--- src/dgw_map.svh ---
// Register map of the receive-path and wake timer configuration bank.
// Assumes a 6-bit register address and 8-bit data from the serial host port.
`ifndef DGW_MAP_SVH
`define DGW_MAP_SVH

// Register offsets
`define DGW_ADDR_BIT_SYNC 6'h1a
`define DGW_ADDR_GAIN_LIMITS 6'h1b
`define DGW_ADDR_GAIN_PRIO 6'h1c
`define DGW_ADDR_GAIN_DYN 6'h1d
`define DGW_ADDR_EVT0_HIGH 6'h1e
`define DGW_ADDR_EVT0_LOW 6'h1f
`define DGW_ADDR_WAKE_CTRL 6'h20

// Reset values
`define DGW_RST_BIT_SYNC 8'h6c
`define DGW_RST_GAIN_LIMITS 8'h03
`define DGW_RST_GAIN_PRIO 8'h40
`define DGW_RST_GAIN_DYN 8'h91
`define DGW_RST_EVT0_HIGH 8'h87
`define DGW_RST_EVT0_LOW 8'h6b
`define DGW_RST_WAKE_CTRL 8'hf8

// Implemented bits; the rest read as zero
`define DGW_MASK_GAIN_PRIO 8'h7f
`define DGW_MASK_WAKE_CTRL 8'hfb

// Bit sync loop fields
`define DGW_F_PRE_KI 7:6
`define DGW_F_PRE_KP 5:4
`define DGW_F_POST_KI 3
`define DGW_F_POST_KP 2
`define DGW_F_RATE_LIMIT 1:0
// Gain limit fields
`define DGW_F_DIG_CAP 7:6
`define DGW_F_FRONT_CAP 5:3
`define DGW_F_TARGET 2:0
// Priority and carrier sense fields
`define DGW_F_PRIORITY 6
`define DGW_F_REL_THR 5:4
`define DGW_F_ABS_THR 3:0
// Gain loop dynamics fields
`define DGW_F_HYST 7:6
`define DGW_F_SETTLE 5:4
`define DGW_F_FREEZE 3:2
`define DGW_F_AVERAGE 1:0
// Wake timer control fields
`define DGW_F_OSC_PD 7
`define DGW_F_EVT1 6:4
`define DGW_F_CAL_EN 3
`define DGW_F_RES 1:0

// Special codes
`define DGW_ABS_THR_OFF 4'h8
`define DGW_FREEZE_ON_SYNC 2'h1
`define DGW_FREEZE_ANALOG 2'h2
`define DGW_FREEZE_BOTH 2'h3

// Tables packed low entry first: target in dB, event 1 delay in slow periods
`define DGW_TARGET_LUT {6'h2a, 6'h28, 6'h26, 6'h24, 6'h21, 6'h1e, 6'h1b, 6'h18}
`define DGW_EVT1_LUT {6'h30, 6'h20, 6'h18, 6'h10, 6'h0c, 6'h08, 6'h06, 6'h04}
`define DGW_TARGET_MIN 6'h18
`define DGW_TARGET_MAX 6'h2a
`define DGW_REL_STEP_DB 4'h4
`define DGW_REL_BASE_DB 4'h2

`endif

--- src/dgw_pkg.sv ---
// Types of the receive-path and wake timer configuration bank.
// Assumes dgw_map.svh for all numeric constants.
package dgw_pkg;

   // Whole state of the bank, registers and decoded outputs
   typedef struct packed {
      logic [7:0] bit_sync_loop_config;
      logic [7:0] gain_control_limits;
      logic [7:0] gain_priority_carrier_sense;
      logic [7:0] gain_loop_dynamics;
      logic [7:0] wake_wake_period_count_high_byte;
      logic [7:0] wake_wake_period_count_low_byte;
      logic [7:0] wake_timer_control;
      logic [7:0] rd_data;
      logic [3:0] integral_gain_half;
      logic [2:0] proportional_gain_mult;
      logic rate_comp_enable;
      logic [2:0] rate_limit_32nds;
      logic [1:0] digital_gain_excluded;
      logic [2:0] front_amp_gain_cap;
      logic [5:0] amplitude_target_db;
      logic gain_reduction_priority;
      logic relative_sense_enable;
      logic [3:0] relative_sense_db;
      logic absolute_sense_enable;
      logic [5:0] absolute_sense_db;
      logic [1:0] gain_hysteresis;
      logic [5:0] settle_samples;
      logic freeze_analog;
      logic freeze_digital;
      logic [6:0] averaging_samples;
      logic [4:0] ook_boundary_db;
      logic [15:0] wake_period_count;
      logic [3:0] wake_resolution_shift;
      logic [5:0] wake_second_delay;
      logic slow_osc_powerdown;
      logic slow_osc_cal_enable;
      logic slow_osc_cal_start;
   } dgw_state_t;

endpackage

--- src/dgw_config_bank.sv ---
// Receive-path gain, clock recovery and wake timer configuration bank.
// Assumes a host-side serial port that presents address, write strobe and data
// on this clock, and a sync-found level from the demodulator on the same clock.
// Operation
// - Pre-sync integral gain is (setting+1) times base integral gain.
// - Pre-sync proportional gain is (setting+1) times base proportional gain.
// - Post-sync integral gain keeps pre-sync value, or halves base when bit set.
// - Post-sync proportional gain keeps pre-sync value, or equals base when set.
// - Rate offset limit: off, 3.125, 6.25 or 12.5 percent.
// - Digital gain cap removes the N highest digital gain steps.
// - Front amplifier cap lowers the allowed combined gain ceiling stepwise.
// - Amplitude target code selects 24 to 42 dB; reset code is 3.
// - Priority bit picks which amplifier gets its gain lowered first.
// - Relative carrier sense on 6, 10 or 14 dB rise; code 0 disables.
// - Absolute carrier sense threshold signed around target; code 1000 disables.
// - Hysteresis field selects dead zone behaviour; reset is 2.
// - After a gain change skip 8, 16, 24 or 32 filter samples.
// - Freeze modes: none, on sync, analogue only, both.
// - Averaging 8 to 64 samples, or on-off boundary 4 to 16 dB.
// - Event 0 count split in high and low bytes, reset 0x87 and 0x6b.
// - Event 0 period is count times two to five times resolution.
// - Event 1 fires 4 to 48 slow periods after event 0; reset 7.
// - Powerdown resets to 1; writing 0 powers up, and starts calibration if the written calibration enable is 1.
// - Calibration enable permits calibration when 1; resets to 1.
`include "dgw_map.svh"

module dgw_config_bank (
   input logic clock,
   input logic rst_n,
   input logic [5:0] reg_addr,
   input logic reg_wr_en,
   input logic [7:0] reg_wr_data,
   output logic [7:0] reg_rd_data,
   input logic sync_found,
   output logic [3:0] integral_gain_half,
   output logic [2:0] proportional_gain_mult,
   output logic rate_comp_enable,
   output logic [2:0] rate_limit_32nds,
   output logic [1:0] digital_gain_excluded,
   output logic [2:0] front_amp_gain_cap,
   output logic [5:0] amplitude_target_db,
   output logic gain_reduction_priority,
   output logic relative_sense_enable,
   output logic [3:0] relative_sense_db,
   output logic absolute_sense_enable,
   output logic [5:0] absolute_sense_db,
   output logic [1:0] gain_hysteresis,
   output logic [5:0] settle_samples,
   output logic freeze_analog,
   output logic freeze_digital,
   output logic [6:0] averaging_samples,
   output logic [4:0] ook_boundary_db,
   output logic [15:0] wake_period_count,
   output logic [3:0] wake_resolution_shift,
   output logic [5:0] wake_second_delay,
   output logic slow_osc_powerdown,
   output logic slow_osc_cal_enable,
   output logic slow_osc_cal_start
);

   dgw_pkg::dgw_state_t st;
   dgw_pkg::dgw_state_t next_st;

   // Register writes, read-back and field decoding, all from the next values
   always_comb begin
      logic [47:0] target_lut;
      logic [47:0] evt1_lut;
      logic [1:0] code2;
      logic [2:0] code3;
      logic [3:0] abs_thr;
      target_lut = `DGW_TARGET_LUT;
      evt1_lut = `DGW_EVT1_LUT;
      code2 = 2'h0;
      code3 = 3'h0;
      abs_thr = 4'h0;
      next_st = st;
      next_st.slow_osc_cal_start = 1'b0;

      // Host writes; unused bits are masked so they read as zero
      if (reg_wr_en) begin
         unique case (reg_addr)
            `DGW_ADDR_BIT_SYNC: next_st.bit_sync_loop_config = reg_wr_data;
            `DGW_ADDR_GAIN_LIMITS: next_st.gain_control_limits = reg_wr_data;
            `DGW_ADDR_GAIN_PRIO: begin
               next_st.gain_priority_carrier_sense = reg_wr_data & `DGW_MASK_GAIN_PRIO;
            end
            `DGW_ADDR_GAIN_DYN: next_st.gain_loop_dynamics = reg_wr_data;
            `DGW_ADDR_EVT0_HIGH: next_st.wake_wake_period_count_high_byte = reg_wr_data;
            `DGW_ADDR_EVT0_LOW: next_st.wake_wake_period_count_low_byte = reg_wr_data;
            `DGW_ADDR_WAKE_CTRL: begin
               next_st.wake_timer_control = reg_wr_data & `DGW_MASK_WAKE_CTRL;
               // Power-up from powerdown launches calibration if permitted
               if (st.wake_timer_control[`DGW_F_OSC_PD] && !reg_wr_data[`DGW_F_OSC_PD] &&
                   reg_wr_data[`DGW_F_CAL_EN]) begin
                  next_st.slow_osc_cal_start = 1'b1;
               end
            end
            default: ;
         endcase
      end

      // Read-back of the addressed register, zero for unmapped offsets
      unique case (reg_addr)
         `DGW_ADDR_BIT_SYNC: next_st.rd_data = next_st.bit_sync_loop_config;
         `DGW_ADDR_GAIN_LIMITS: next_st.rd_data = next_st.gain_control_limits;
         `DGW_ADDR_GAIN_PRIO: next_st.rd_data = next_st.gain_priority_carrier_sense;
         `DGW_ADDR_GAIN_DYN: next_st.rd_data = next_st.gain_loop_dynamics;
         `DGW_ADDR_EVT0_HIGH: next_st.rd_data = next_st.wake_wake_period_count_high_byte;
         `DGW_ADDR_EVT0_LOW: next_st.rd_data = next_st.wake_wake_period_count_low_byte;
         `DGW_ADDR_WAKE_CTRL: next_st.rd_data = next_st.wake_timer_control;
         default: next_st.rd_data = 8'h00;
      endcase

      // Clock recovery gains: integral in units of half the base integral gain, proportional in base units
      code2 = next_st.bit_sync_loop_config[`DGW_F_PRE_KI];
      if (sync_found && next_st.bit_sync_loop_config[`DGW_F_POST_KI]) begin
         next_st.integral_gain_half = 4'h1;
      end else begin
         next_st.integral_gain_half = {({1'b0, code2} + 3'h1), 1'b0};
      end
      code2 = next_st.bit_sync_loop_config[`DGW_F_PRE_KP];
      if (sync_found && next_st.bit_sync_loop_config[`DGW_F_POST_KP]) begin
         next_st.proportional_gain_mult = 3'h1;
      end else begin
         next_st.proportional_gain_mult = {1'b0, code2} + 3'h1;
      end

      // Data rate offset limit in 1/32 units: 1, 2 or 4
      code2 = next_st.bit_sync_loop_config[`DGW_F_RATE_LIMIT];
      next_st.rate_comp_enable = (code2 != 2'h0);
      next_st.rate_limit_32nds = (code2 == 2'h0) ? 3'h0 : 3'(3'h1 << (code2 - 2'h1));

      // Gain caps and amplitude target
      next_st.digital_gain_excluded = next_st.gain_control_limits[`DGW_F_DIG_CAP];
      next_st.front_amp_gain_cap = next_st.gain_control_limits[`DGW_F_FRONT_CAP];
      code3 = next_st.gain_control_limits[`DGW_F_TARGET];
      next_st.amplitude_target_db = target_lut[code3*6 +: 6];

      // Reduction priority and carrier sense thresholds
      next_st.gain_reduction_priority =
         next_st.gain_priority_carrier_sense[`DGW_F_PRIORITY];
      code2 = next_st.gain_priority_carrier_sense[`DGW_F_REL_THR];
      next_st.relative_sense_enable = (code2 != 2'h0);
      next_st.relative_sense_db = (code2 == 2'h0) ? 4'h0 :
         4'(`DGW_REL_BASE_DB + `DGW_REL_STEP_DB * {2'h0, code2});
      abs_thr = next_st.gain_priority_carrier_sense[`DGW_F_ABS_THR];
      next_st.absolute_sense_enable = (abs_thr != `DGW_ABS_THR_OFF);
      next_st.absolute_sense_db = 6'(next_st.amplitude_target_db +
         {{2{abs_thr[3]}}, abs_thr});

      // Gain loop dynamics
      next_st.gain_hysteresis = next_st.gain_loop_dynamics[`DGW_F_HYST];
      code2 = next_st.gain_loop_dynamics[`DGW_F_SETTLE];
      next_st.settle_samples = {({1'b0, code2} + 3'h1), 3'h0};
      code2 = next_st.gain_loop_dynamics[`DGW_F_FREEZE];
      next_st.freeze_analog = (code2 == `DGW_FREEZE_ANALOG) || (code2 == `DGW_FREEZE_BOTH) ||
         ((code2 == `DGW_FREEZE_ON_SYNC) && sync_found);
      next_st.freeze_digital = (code2 == `DGW_FREEZE_BOTH) ||
         ((code2 == `DGW_FREEZE_ON_SYNC) && sync_found);
      code2 = next_st.gain_loop_dynamics[`DGW_F_AVERAGE];
      next_st.averaging_samples = 7'(7'h08 << code2);
      next_st.ook_boundary_db = {({1'b0, code2} + 3'h1), 2'h0};

      // Wake timer settings
      next_st.wake_period_count = {next_st.wake_wake_period_count_high_byte,
         next_st.wake_wake_period_count_low_byte};
      code2 = next_st.wake_timer_control[`DGW_F_RES];
      next_st.wake_resolution_shift = {code2, 2'h0} + {2'h0, code2};
      code3 = next_st.wake_timer_control[`DGW_F_EVT1];
      next_st.wake_second_delay = evt1_lut[code3*6 +: 6];
      next_st.slow_osc_powerdown = next_st.wake_timer_control[`DGW_F_OSC_PD];
      next_st.slow_osc_cal_enable = next_st.wake_timer_control[`DGW_F_CAL_EN];
   end

   // State register with synchronous reset to the listed values
   always_ff @(posedge clock) begin
      if (!rst_n) begin
         st <= '0;
         st.bit_sync_loop_config <= `DGW_RST_BIT_SYNC;
         st.gain_control_limits <= `DGW_RST_GAIN_LIMITS;
         st.gain_priority_carrier_sense <= `DGW_RST_GAIN_PRIO;
         st.gain_loop_dynamics <= `DGW_RST_GAIN_DYN;
         st.wake_wake_period_count_high_byte <= `DGW_RST_EVT0_HIGH;
         st.wake_wake_period_count_low_byte <= `DGW_RST_EVT0_LOW;
         st.wake_timer_control <= `DGW_RST_WAKE_CTRL;
      end else begin
         st <= next_st;
      end
   end

   // Outputs straight from the state flops
   assign reg_rd_data = st.rd_data;
   assign integral_gain_half = st.integral_gain_half;
   assign proportional_gain_mult = st.proportional_gain_mult;
   assign rate_comp_enable = st.rate_comp_enable;
   assign rate_limit_32nds = st.rate_limit_32nds;
   assign digital_gain_excluded = st.digital_gain_excluded;
   assign front_amp_gain_cap = st.front_amp_gain_cap;
   assign amplitude_target_db = st.amplitude_target_db;
   assign gain_reduction_priority = st.gain_reduction_priority;
   assign relative_sense_enable = st.relative_sense_enable;
   assign relative_sense_db = st.relative_sense_db;
   assign absolute_sense_enable = st.absolute_sense_enable;
   assign absolute_sense_db = st.absolute_sense_db;
   assign gain_hysteresis = st.gain_hysteresis;
   assign settle_samples = st.settle_samples;
   assign freeze_analog = st.freeze_analog;
   assign freeze_digital = st.freeze_digital;
   assign averaging_samples = st.averaging_samples;
   assign ook_boundary_db = st.ook_boundary_db;
   assign wake_period_count = st.wake_period_count;
   assign wake_resolution_shift = st.wake_resolution_shift;
   assign wake_second_delay = st.wake_second_delay;
   assign slow_osc_powerdown = st.slow_osc_powerdown;
   assign slow_osc_cal_enable = st.slow_osc_cal_enable;
   assign slow_osc_cal_start = st.slow_osc_cal_start;
endmodule

--- config.mk ---
export PLATFORM = sky130hd
export DESIGN_NAME = dgw_config_bank
export DESIGN_NICKNAME = d
export VERILOG_FILES = /design/src/dgw_pkg.sv /design/src/dgw_config_bank.sv
export VERILOG_INCLUDE_DIRS = /design/src
export SDC_FILE = /design/constraint.sdc
export NUM_CORES = 1
export LEC_CHECK = 0
export ABC_CLOCK_PERIOD_IN_PS = 5300
export BUFFER_PORTS_ARGS = -buffer_cell sky130_fd_sc_hd__buf_4
export CAP_MARGIN = 20
export CORE_MARGIN = 4
export CORE_UTILIZATION = 55
export DETAILED_ROUTE_END_ITERATION = 8
export PLACE_DENSITY = 0.9
export SETUP_SLACK_MARGIN = 0.15
export SYNTH_ARGS = -nofsm -noshare
export SYNTH_HDL_FRONTEND = slang
export SYNTH_SLANG_ARGS = --single-unit
--- constraint.sdc ---
create_clock -name clock -period 5.3 [get_ports clock]
set_input_delay 1.325 -clock clock [delete_from_list [all_inputs] [get_ports clock]]
set_output_delay 1.325 -clock clock [all_outputs]
set_load 0.01 [all_outputs]
After elaboration in Yosys (flattened, before gate mapping). Index checks and enable logic that the tools add are counted.

Add/subtract/negate cells: 8. $mul: 2. Equal/unequal tests: 11. Shift operators: 4. Multiplexer cells: 12. Bitwise operators: 1. Reductions and logical operators: 18.

Operators with widths (count): 48-bit by 7-bit indexed part select with 6-bit output, first input constant (2); 56-bit two-way mux (1); 8-bit two-way mux (7); 8-bit one-hot mux with 7 select lines (1); 6-bit by 5-bit equality test with 1-bit output, second input constant (6); 2-bit by 1-bit adder with 3-bit output, second input constant (4); 3-bit by 2-bit multiplier with 5-bit output, second input constant (2); 2-bit OR reduction (4); 4-bit by 2-bit << shifter with 7-bit output, first input constant (1); 6-bit adder (1); 6-bit equality test, second input constant (1); 1-bit logical AND (5); 2-bit by 4-bit adder with 4-bit output, first input constant (1); 4-bit by 2-bit adder with 4-bit output (1); 2-bit equality test, second input constant (2); 2-bit zero test (2); 4-bit != test, second input constant (1); 2-bit nonzero test (2); 1-bit logical OR (3); 1-bit two-way mux (3); 3-bit AND reduction (1); 1-bit by 2-bit << shifter with 3-bit output, first input constant (1); 2-bit by 1-bit equality test with 1-bit output, second input constant (1); 2-bit by 1-bit subtractor with 2-bit output, second input constant (1); other kinds (2) (2).

Bits in registers: 150. Bits of input ports: 18. Output and inout bits: 94. Word-level logic and storage cells: 92.

Depth between registers and ports, before layout. Gate-level depths: netlist (run 1).

Depth after elaboration: 6. Mapped depth: 15. Gate-level depth less buffers: 13.

Least setup slack after synthesis (run 1). No wires, ideal clock.

Kind: input port to flip-flop. From: input reg_addr[1]. To: register st (netlist bit absolute_sense_db[5]). Library setup time: 115 ps. Arrival time: 4336 ps. Data required time: 5185 ps. Slack: 849 ps. Stages on the path: 14. Buffers on the path: 2. Cells stage by stage: buf_4 -> nand4b_4 -> nor3_4 -> clkbuf_1 -> mux2i_1 -> inv_1 -> ha_1 -> o21a_1 -> ha_1 -> a211oi_1 -> o21bai_1 -> a21oi_1 -> xnor3_1 -> and2_1.

RTL lines: start, declared (line dgw_config_bank.sv:30) `input logic [5:0] reg_addr,`; end signal, assigned (line dgw_config_bank.sv:187) `st <= next_st;`; end, declared (line dgw_config_bank.sv:61) `dgw_pkg::dgw_state_t st;`.

==> results of run 1 <==
==> Yosys cell counts, types with 2 or more instances <==
cell and instances:
a211oi_1 10, a21o_1 3, a21oi_1 20, a221o_1 4, a22oi_1 3, a31oi_1 4
and2_1 17, and3_1 5, buf_2 4, buf_4 86, clkbuf_1 26, dfxtp_1 123
ha_1 12, inv_1 12, mux2_2 16, mux2i_1 42, mux4_2 6, nand2_1 38
nand2b_1 5, nand3_1 7, nand3b_1 3, nor2_1 63, nor2b_1 6, nor3_1 4
nor3b_1 4, nor4_1 3, nor4b_1 2, o21a_1 5, o21ai_0 13, or2_2 4
==> final cells by class <==
cell class | instances | share of cell area, %
Multi-Input combinational cell | 329 | 36.2
Clock inverter | 7 | 2.15
Tap cell | 133 | 2.60
Timing Repair Buffer | 105 | 12.3
Inverter | 12 | 0.705
Sequential cell | 123 | 38.5
Clock buffer | 23 | 7.46
==> per-stage QoR <==
step | area, um^2 | power (uW)
after floorplan | 5590 | 1060
after global placement | 5770 | 1090
after detailed placement | 5770 | 1100
after CTS | 6380 | 2290
after global routing | 6390 | 2350
final | 6390 | 2280
==> power by group <==
part,total [uW],internal [uW],switching (uW)
clock network,1200,807,397
logic,131,52.4,78.1
registers,947,941,5.62
total,2280,1800,480
==> per-layer routing <==
| metal | track usage [%] | vias to the layer above | part of all wire [%] | routed length (um) |
|---|---|---|---|---|
| li1 | - | 1874 | - | - |
| met1 | 30.7 | 1929 | 42 | 5670 |
| met2 | 37.3 | 184 | 48 | 6450 |
| met3 | 4.84 | 28 | 7.5 | 999 |
| met4 | 8.48 | 0 | 1.9 | 253 |
| met5 | 0 | - | 0 | 0 |
==> worst max-delay path by stage <==
| stage | from | to | slack, ns | cells past startpoint |
|---|---|---|---|---|
| after floorplan | reg_addr[1] | absolute_sense_db[5] | 0.85 | 14 |
| after global placement | reg_addr[0] | absolute_sense_db[5] | 0.94 | 12 |
| after detailed placement | reg_addr[0] | absolute_sense_db[5] | 0.87 | 13 |
| after CTS | reg_addr[0] | absolute_sense_db[5] | 1.41 | 13 |
| after global routing | reg_addr[1] | absolute_sense_db[5] | 1.12 | 13 |
| final | reg_addr[0] | absolute_sense_db[5] | 1.37 | 13 |
==> tightest hold or removal path: cells and delay by family, from the launching register on <==
kind | cells | cell delay, ns
AND/OR/NAND/NOR | 2 | 0.11
flip-flops | 1 | 0.33
==> cell families after synthesis <==
| logic type | after synthesis | share of synthesized area (%) |
|---|---|---|
| compound gates | 69 | 8.01 |
| buf+inv | 130 | 14.8 |
| xor+xnor | 3 | 0.720 |
| simple gates | 169 | 15.4 |
| flops | 123 | 44.3 |
| mux | 65 | 13.6 |
| other cells | 1 | 0.0675 |
| fa+ha+maj | 13 | 3.06 |
==> registers in the layout, indices dropped and copies added (netlist names), 3 cells and up <==
name                    flops
st                         55
wake_period_count          10
reg_rd_data                 8
absolute_sense_db           6
amplitude_target_db         6
wake_second_delay           5
averaging_samples           4
integral_gain_half          4
ook_boundary_db             3
proportional_gain_mult      3
rate_limit_32nds            3
relative_sense_db           3
settle_samples              3
==> out/metrics.yaml, run 1 <==
io_pins: 112
critPathRequiredTime_ns: 5.71
vias: 4015
final_common_cell: "dfxtp_1"
synthArstFlopShare_pct: 0
antenna_found_initial: 0
grt_pass1_wl_um: 20700
globalRouteOverflowTotal: 0
rsz0062_at_grt: "no"
yosysWarningCount: 0
clk_pin_slew_worst_paths_ns: 0.06
final_cell_mix: "123 x dfxtp_1, 105 x buf_4, 63 x nor2_1, 42 x mux2i_1, 38 x nand2_1"
synth_top_area_cell: "dfxtp_1"
synthCells: 573
cts_resized: 0
grt_use_total_pct: 23.1
hold_slack_ns: 0.491
synth_top_area_share_pct: 44.3
synth_area_leaders: "dfxtp_1 44%, buf_4 12%, mux2i_1 7.6%"
die_area_um2: 11800
synthToLayoutAreaGrowth_pct: 14.9
ir_drop_v: 0.000227
clock_skew_ns: 0.0104
status: "completed"
drc: 0
avgViaCountPerCell: 5.48
critical_path.endpoint_type: "flop"
wl_um: 13400
crit_top_cell: "ha_1"
first_global_vias: 3927
cts_root_buffer: "clkbuf_8"
timing.reg2reg.setup_slack_ns: 2.75
hp-start: "st[101]"
chipWidth_um: 109
ant_nets: 0
grt_max_degree: 50
finalHoldViolCount: 0
cts_tree: "yes"
path_cells: "buf_4 > nand2_1 > nor3_4 > mux2i_1 > inv_1 > ha_1 > o21a_1 > ha_1 > a211oi_1 > o21bai_1 > a21oi_1 > xnor3_1 > and2_1"
drive_gt1_share_pct: 27.9
initial_core_util_pct: 56.6
critPathBufInv: 2
whs_endpoint: "slow_osc_cal_start"
cp_top_family: "compound AO/OA/AOI/OAI gates"
diodes: 0
synth_area_um2: 5560
p_leak_uw: 0.00287
nNetsFinal: 619
crit_slowest_cell: "nor3_4"
setup_viol: 0
p_per_area_nw_per_um2: 357
utilization_pct: 65.1
cts.path.max_buffers: 2
min_path_cells: 2
ys.flop_type: "dfxtp_1"
hold_path.class: "flop to flop"
arrival_ns: 4.34
max_freq_mhz: 255
dp.cells: 701
fin_cells: 732
ys_seq_area_share_pct: 44.3
final.fill_count: 792
synth-seq-cells: 123
core-area_um2: 9820
cts_buffers: 17
cts_hold_buf: 0
multiInputGateArea_um2: 2310
drt_iter0_drc: 284
wl_per_cell_um: 18.3
synth_area_per_cell_um2: 9.70
cts_setup_buffers: 0
tns_ns: 0
cts_sinks: 123
port_buffers: 101
die_y_um: 109
clk_latency_ns: 0.52
cap_violations: 0
place_ws_ns: 0.870
gp_congestion: 0.887
min_period_ns: 3.93
reg2reg_depth: 10
critPathLaunchType: "primary input"
path_max_fanout: 24
timing.rr.start: "st[134]"
slew_viol_final: 0
critPathMaxStageDelay_ns: 0.35
ys_types: 53
h-tree-depth: 4
floorplan.rows: 36
critPathKind: "primary input to flop"
timing.final.ws_setup_ns: 1.37
slew_headroom_pct: 42.5
seqCellArea_um2: 2460
reg2reg_to: "absolute_sense_db[5]"
synth_edf_count: 0
finalCritPeriodShare_pct: 74.1
dp_hpwl_um: 9170
worst_pin_slew_ns: 0.859
dr.pass1.iters: 6
Note: power is estimated with default switching activity, not from simulation.
==> run 2: changes to the inputs <==
--- a/config.mk
+++ b/config.mk
@@ -6,7 +6,7 @@
 export SDC_FILE = /design/constraint.sdc
 export NUM_CORES = 1
 export LEC_CHECK = 0
-export ABC_CLOCK_PERIOD_IN_PS = 5300
+export ABC_CLOCK_PERIOD_IN_PS = 3700
 export BUFFER_PORTS_ARGS = -buffer_cell sky130_fd_sc_hd__buf_4
 export CAP_MARGIN = 20
 export CORE_MARGIN = 4
==> constraint.sdc (replaced) <==
create_clock -name clock -period 3.7 [get_ports clock]
set_input_delay 0.925 -clock clock [delete_from_list [all_inputs] [get_ports clock]]
set_output_delay 0.925 -clock clock [all_outputs]
set_load 0.01 [all_outputs]
==> run 2 against run 1 <==
Core utilization grew 0.42 points. Register-to-register slack got worse by 1.6 ns. Clock-buffer cell count decreased by 2. Flip-flop and latch count stayed put. Critical path depth grew 1. Sequential power up 44%. Global-route usage increased by 0.52 points. Combinational power up 49%. Clock power up 31%. Worst hold slack gained 0.0030 ns. Final area is 0.65% higher. Largest cell class unchanged. Largest power group unchanged. Highest routed layer unchanged.
==> out/metrics.yaml, run 2 (synthesized netlist as in run 1, its figures left out) <==
critPathRequiredTime_ns: 4.11
clk_pin_slew_worst_paths_ns: 0.06
min_period_ns: 3.40
synthToLayoutAreaGrowth_pct: 15.7
grt_max_degree: 49
cts.path.max_buffers: 2
crit_slowest_cell: "ha_1"
critical_path.endpoint_type: "flop"
drive_gt1_share_pct: 29.8
critPathMaxStageDelay_ns: 0.34
drt_iter0_drc: 363
clk_latency_ns: 0.51
core-area_um2: 9820
antenna_found_initial: 0
p_leak_uw: 0.00290
worst_pin_slew_ns: 0.881
largest_register: "st"
avgViaCountPerCell: 5.53
gp_congestion: 0.894
critPathLaunchType: "primary input"
chipWidth_um: 109
path_max_fanout: 9
wl_per_cell_um: 18.4
rsz0062_at_grt: "no"
reg2reg_depth: 10
timing.rr.start: "st[134]"
grt_pass1_wl_um: 21300
vias: 4112
die_y_um: 109
nNetsFinal: 629
tns_ns: 0
worst-path-stages: 14
clock_skew_ns: 0.00627
reg2reg_to: "absolute_sense_db[5]"
slew_viol_final: 0
finalCritPeriodShare_pct: 91.9
finalHoldViolCount: 0
initial_core_util_pct: 56.6
setup_viol: 0
io_pins: 112
largest_reg_flops: 55
final.fill_count: 750
hold_path.class: "flop to flop"
critPathBufInv: 3
cts_setup_buffers: 0
final_cell_mix: "123 x dfxtp_1, 115 x buf_4, 63 x nor2_1, 41 x mux2i_1, 37 x nand2_1"
globalRouteOverflowTotal: 0
path_cells: "buf_4 > nand4b_4 > nor3_4 > buf_4 > mux2i_2 > inv_1 > ha_1 > o21a_1 > ha_1 > a211oi_2 > o21bai_1 > a21oi_1 > xnor3_1 > and2_1"
port_buffers: 101
dr.pass1.iters: 5
status: "completed"
hold_slack_ns: 0.494
startpoint: "reg_addr[5]"
slew_headroom_pct: 41.1
first_global_vias: 4124
cts_root_buffer: "clkbuf_8"
seqCellArea_um2: 2460
cap_violations: 0
place_area_um2: 5860
h-tree-depth: 4
timing.reg2reg.setup_slack_ns: 1.16
cp_top_family: "compound AO/OA/AOI/OAI gates"
cts_resized: 0
multiInputGateArea_um2: 2320
final_common_cell: "dfxtp_1"
wl_um: 13700
final_area_um2: 6430
drc: 0
dp_hpwl_um: 9400
diodes: 0
floorplan.rows: 36
arrival_ns: 3.81
die_area_um2: 11800
max_freq_mhz: 294
cts_buffers: 17
ir_drop_v: 0.000286
grt_use_total_pct: 23.7
cts_sinks: 123
endpoint: "absolute_sense_db[5]"
cts_tree: "yes"
p_per_area_nw_per_um2: 485
ant_nets: 0
cts_hold_buf: 0
critPathKind: "primary input to flop"
run 2: changes by cell type in the layout (fill, tap and decap cells not counted), moves of 2 or more:
cell	previous run	this run
buf_4	105	115
clkinv_2	2	4
clkinv_4	0	2
bufinv_16	4	2
clkinvlp_4	1	3
clkbuf_8	5	3
run 2: worst reg2reg max path, delay by kind of cell (launching register included):
family	cells	cell delay [ns]
AO/OA/AOI/OAI	4	0.74
XOR/XNOR	1	0.23
adder cells (fa/ha/maj)	2	0.65
buffers and inverters	1	0.08
flip-flops	1	0.35
multiplexers	1	0.24
AND/OR/NAND/NOR	1	0.14
run 2: metrics by stage:
stage          total power, uW  instances  setup slack [ns]  util [%]
4_1_cts                   3130        744             0.343      65.5
5_1_grt                   3210        744             0.179      65.5
2_1_floorplan             1520        582             0.112         -
6_report                  3120        744             0.298      65.5
3_3_place_gp              1570        712            0.0568      59.7
3_5_place_dp              1580        712            -0.115      59.7
run 2: worst min path at each step:
stage	startpoint	to	slack (ns)	cells after the start
detailed placement	st[101]	slow_osc_cal_start	0.48	2
global placement	st[101]	slow_osc_cal_start	0.47	2
floorplan	st[101]	slow_osc_cal_start	0.44	2
finish	st[101]	slow_osc_cal_start	0.49	2
CTS	st[101]	slow_osc_cal_start	0.49	2
global route	st[133]	st[133]	0.51	1
run 2: power by group:
part	switching, uW	leakage (uW)	internal (uW)
clock network	579	0.000274	989
registers	8.37	0.00100	1350
logic	115	0.00162	80.1
total	702	0.00290	2420
run 2: final cells by class:
| class | instances | area share, % |
|---|---|---|
| clock buffers | 21 | 6.98 |
| clock inverters | 11 | 1.87 |
| inverters | 12 | 0.700 |
| multi-input cells | 329 | 36.1 |
| flip-flops and latches | 123 | 38.3 |
| well taps | 133 | 2.59 |
| repair buffers | 115 | 13.4 |
run 2: layer usage:
layer	routed length [um]	GRT usage, %	vias to the layer above
li1	-	-	1900
met1	5420	29.6	1918
met2	6640	38.9	242
met3	1140	5.19	52
met4	486	11.1	0
met5	0	0	-
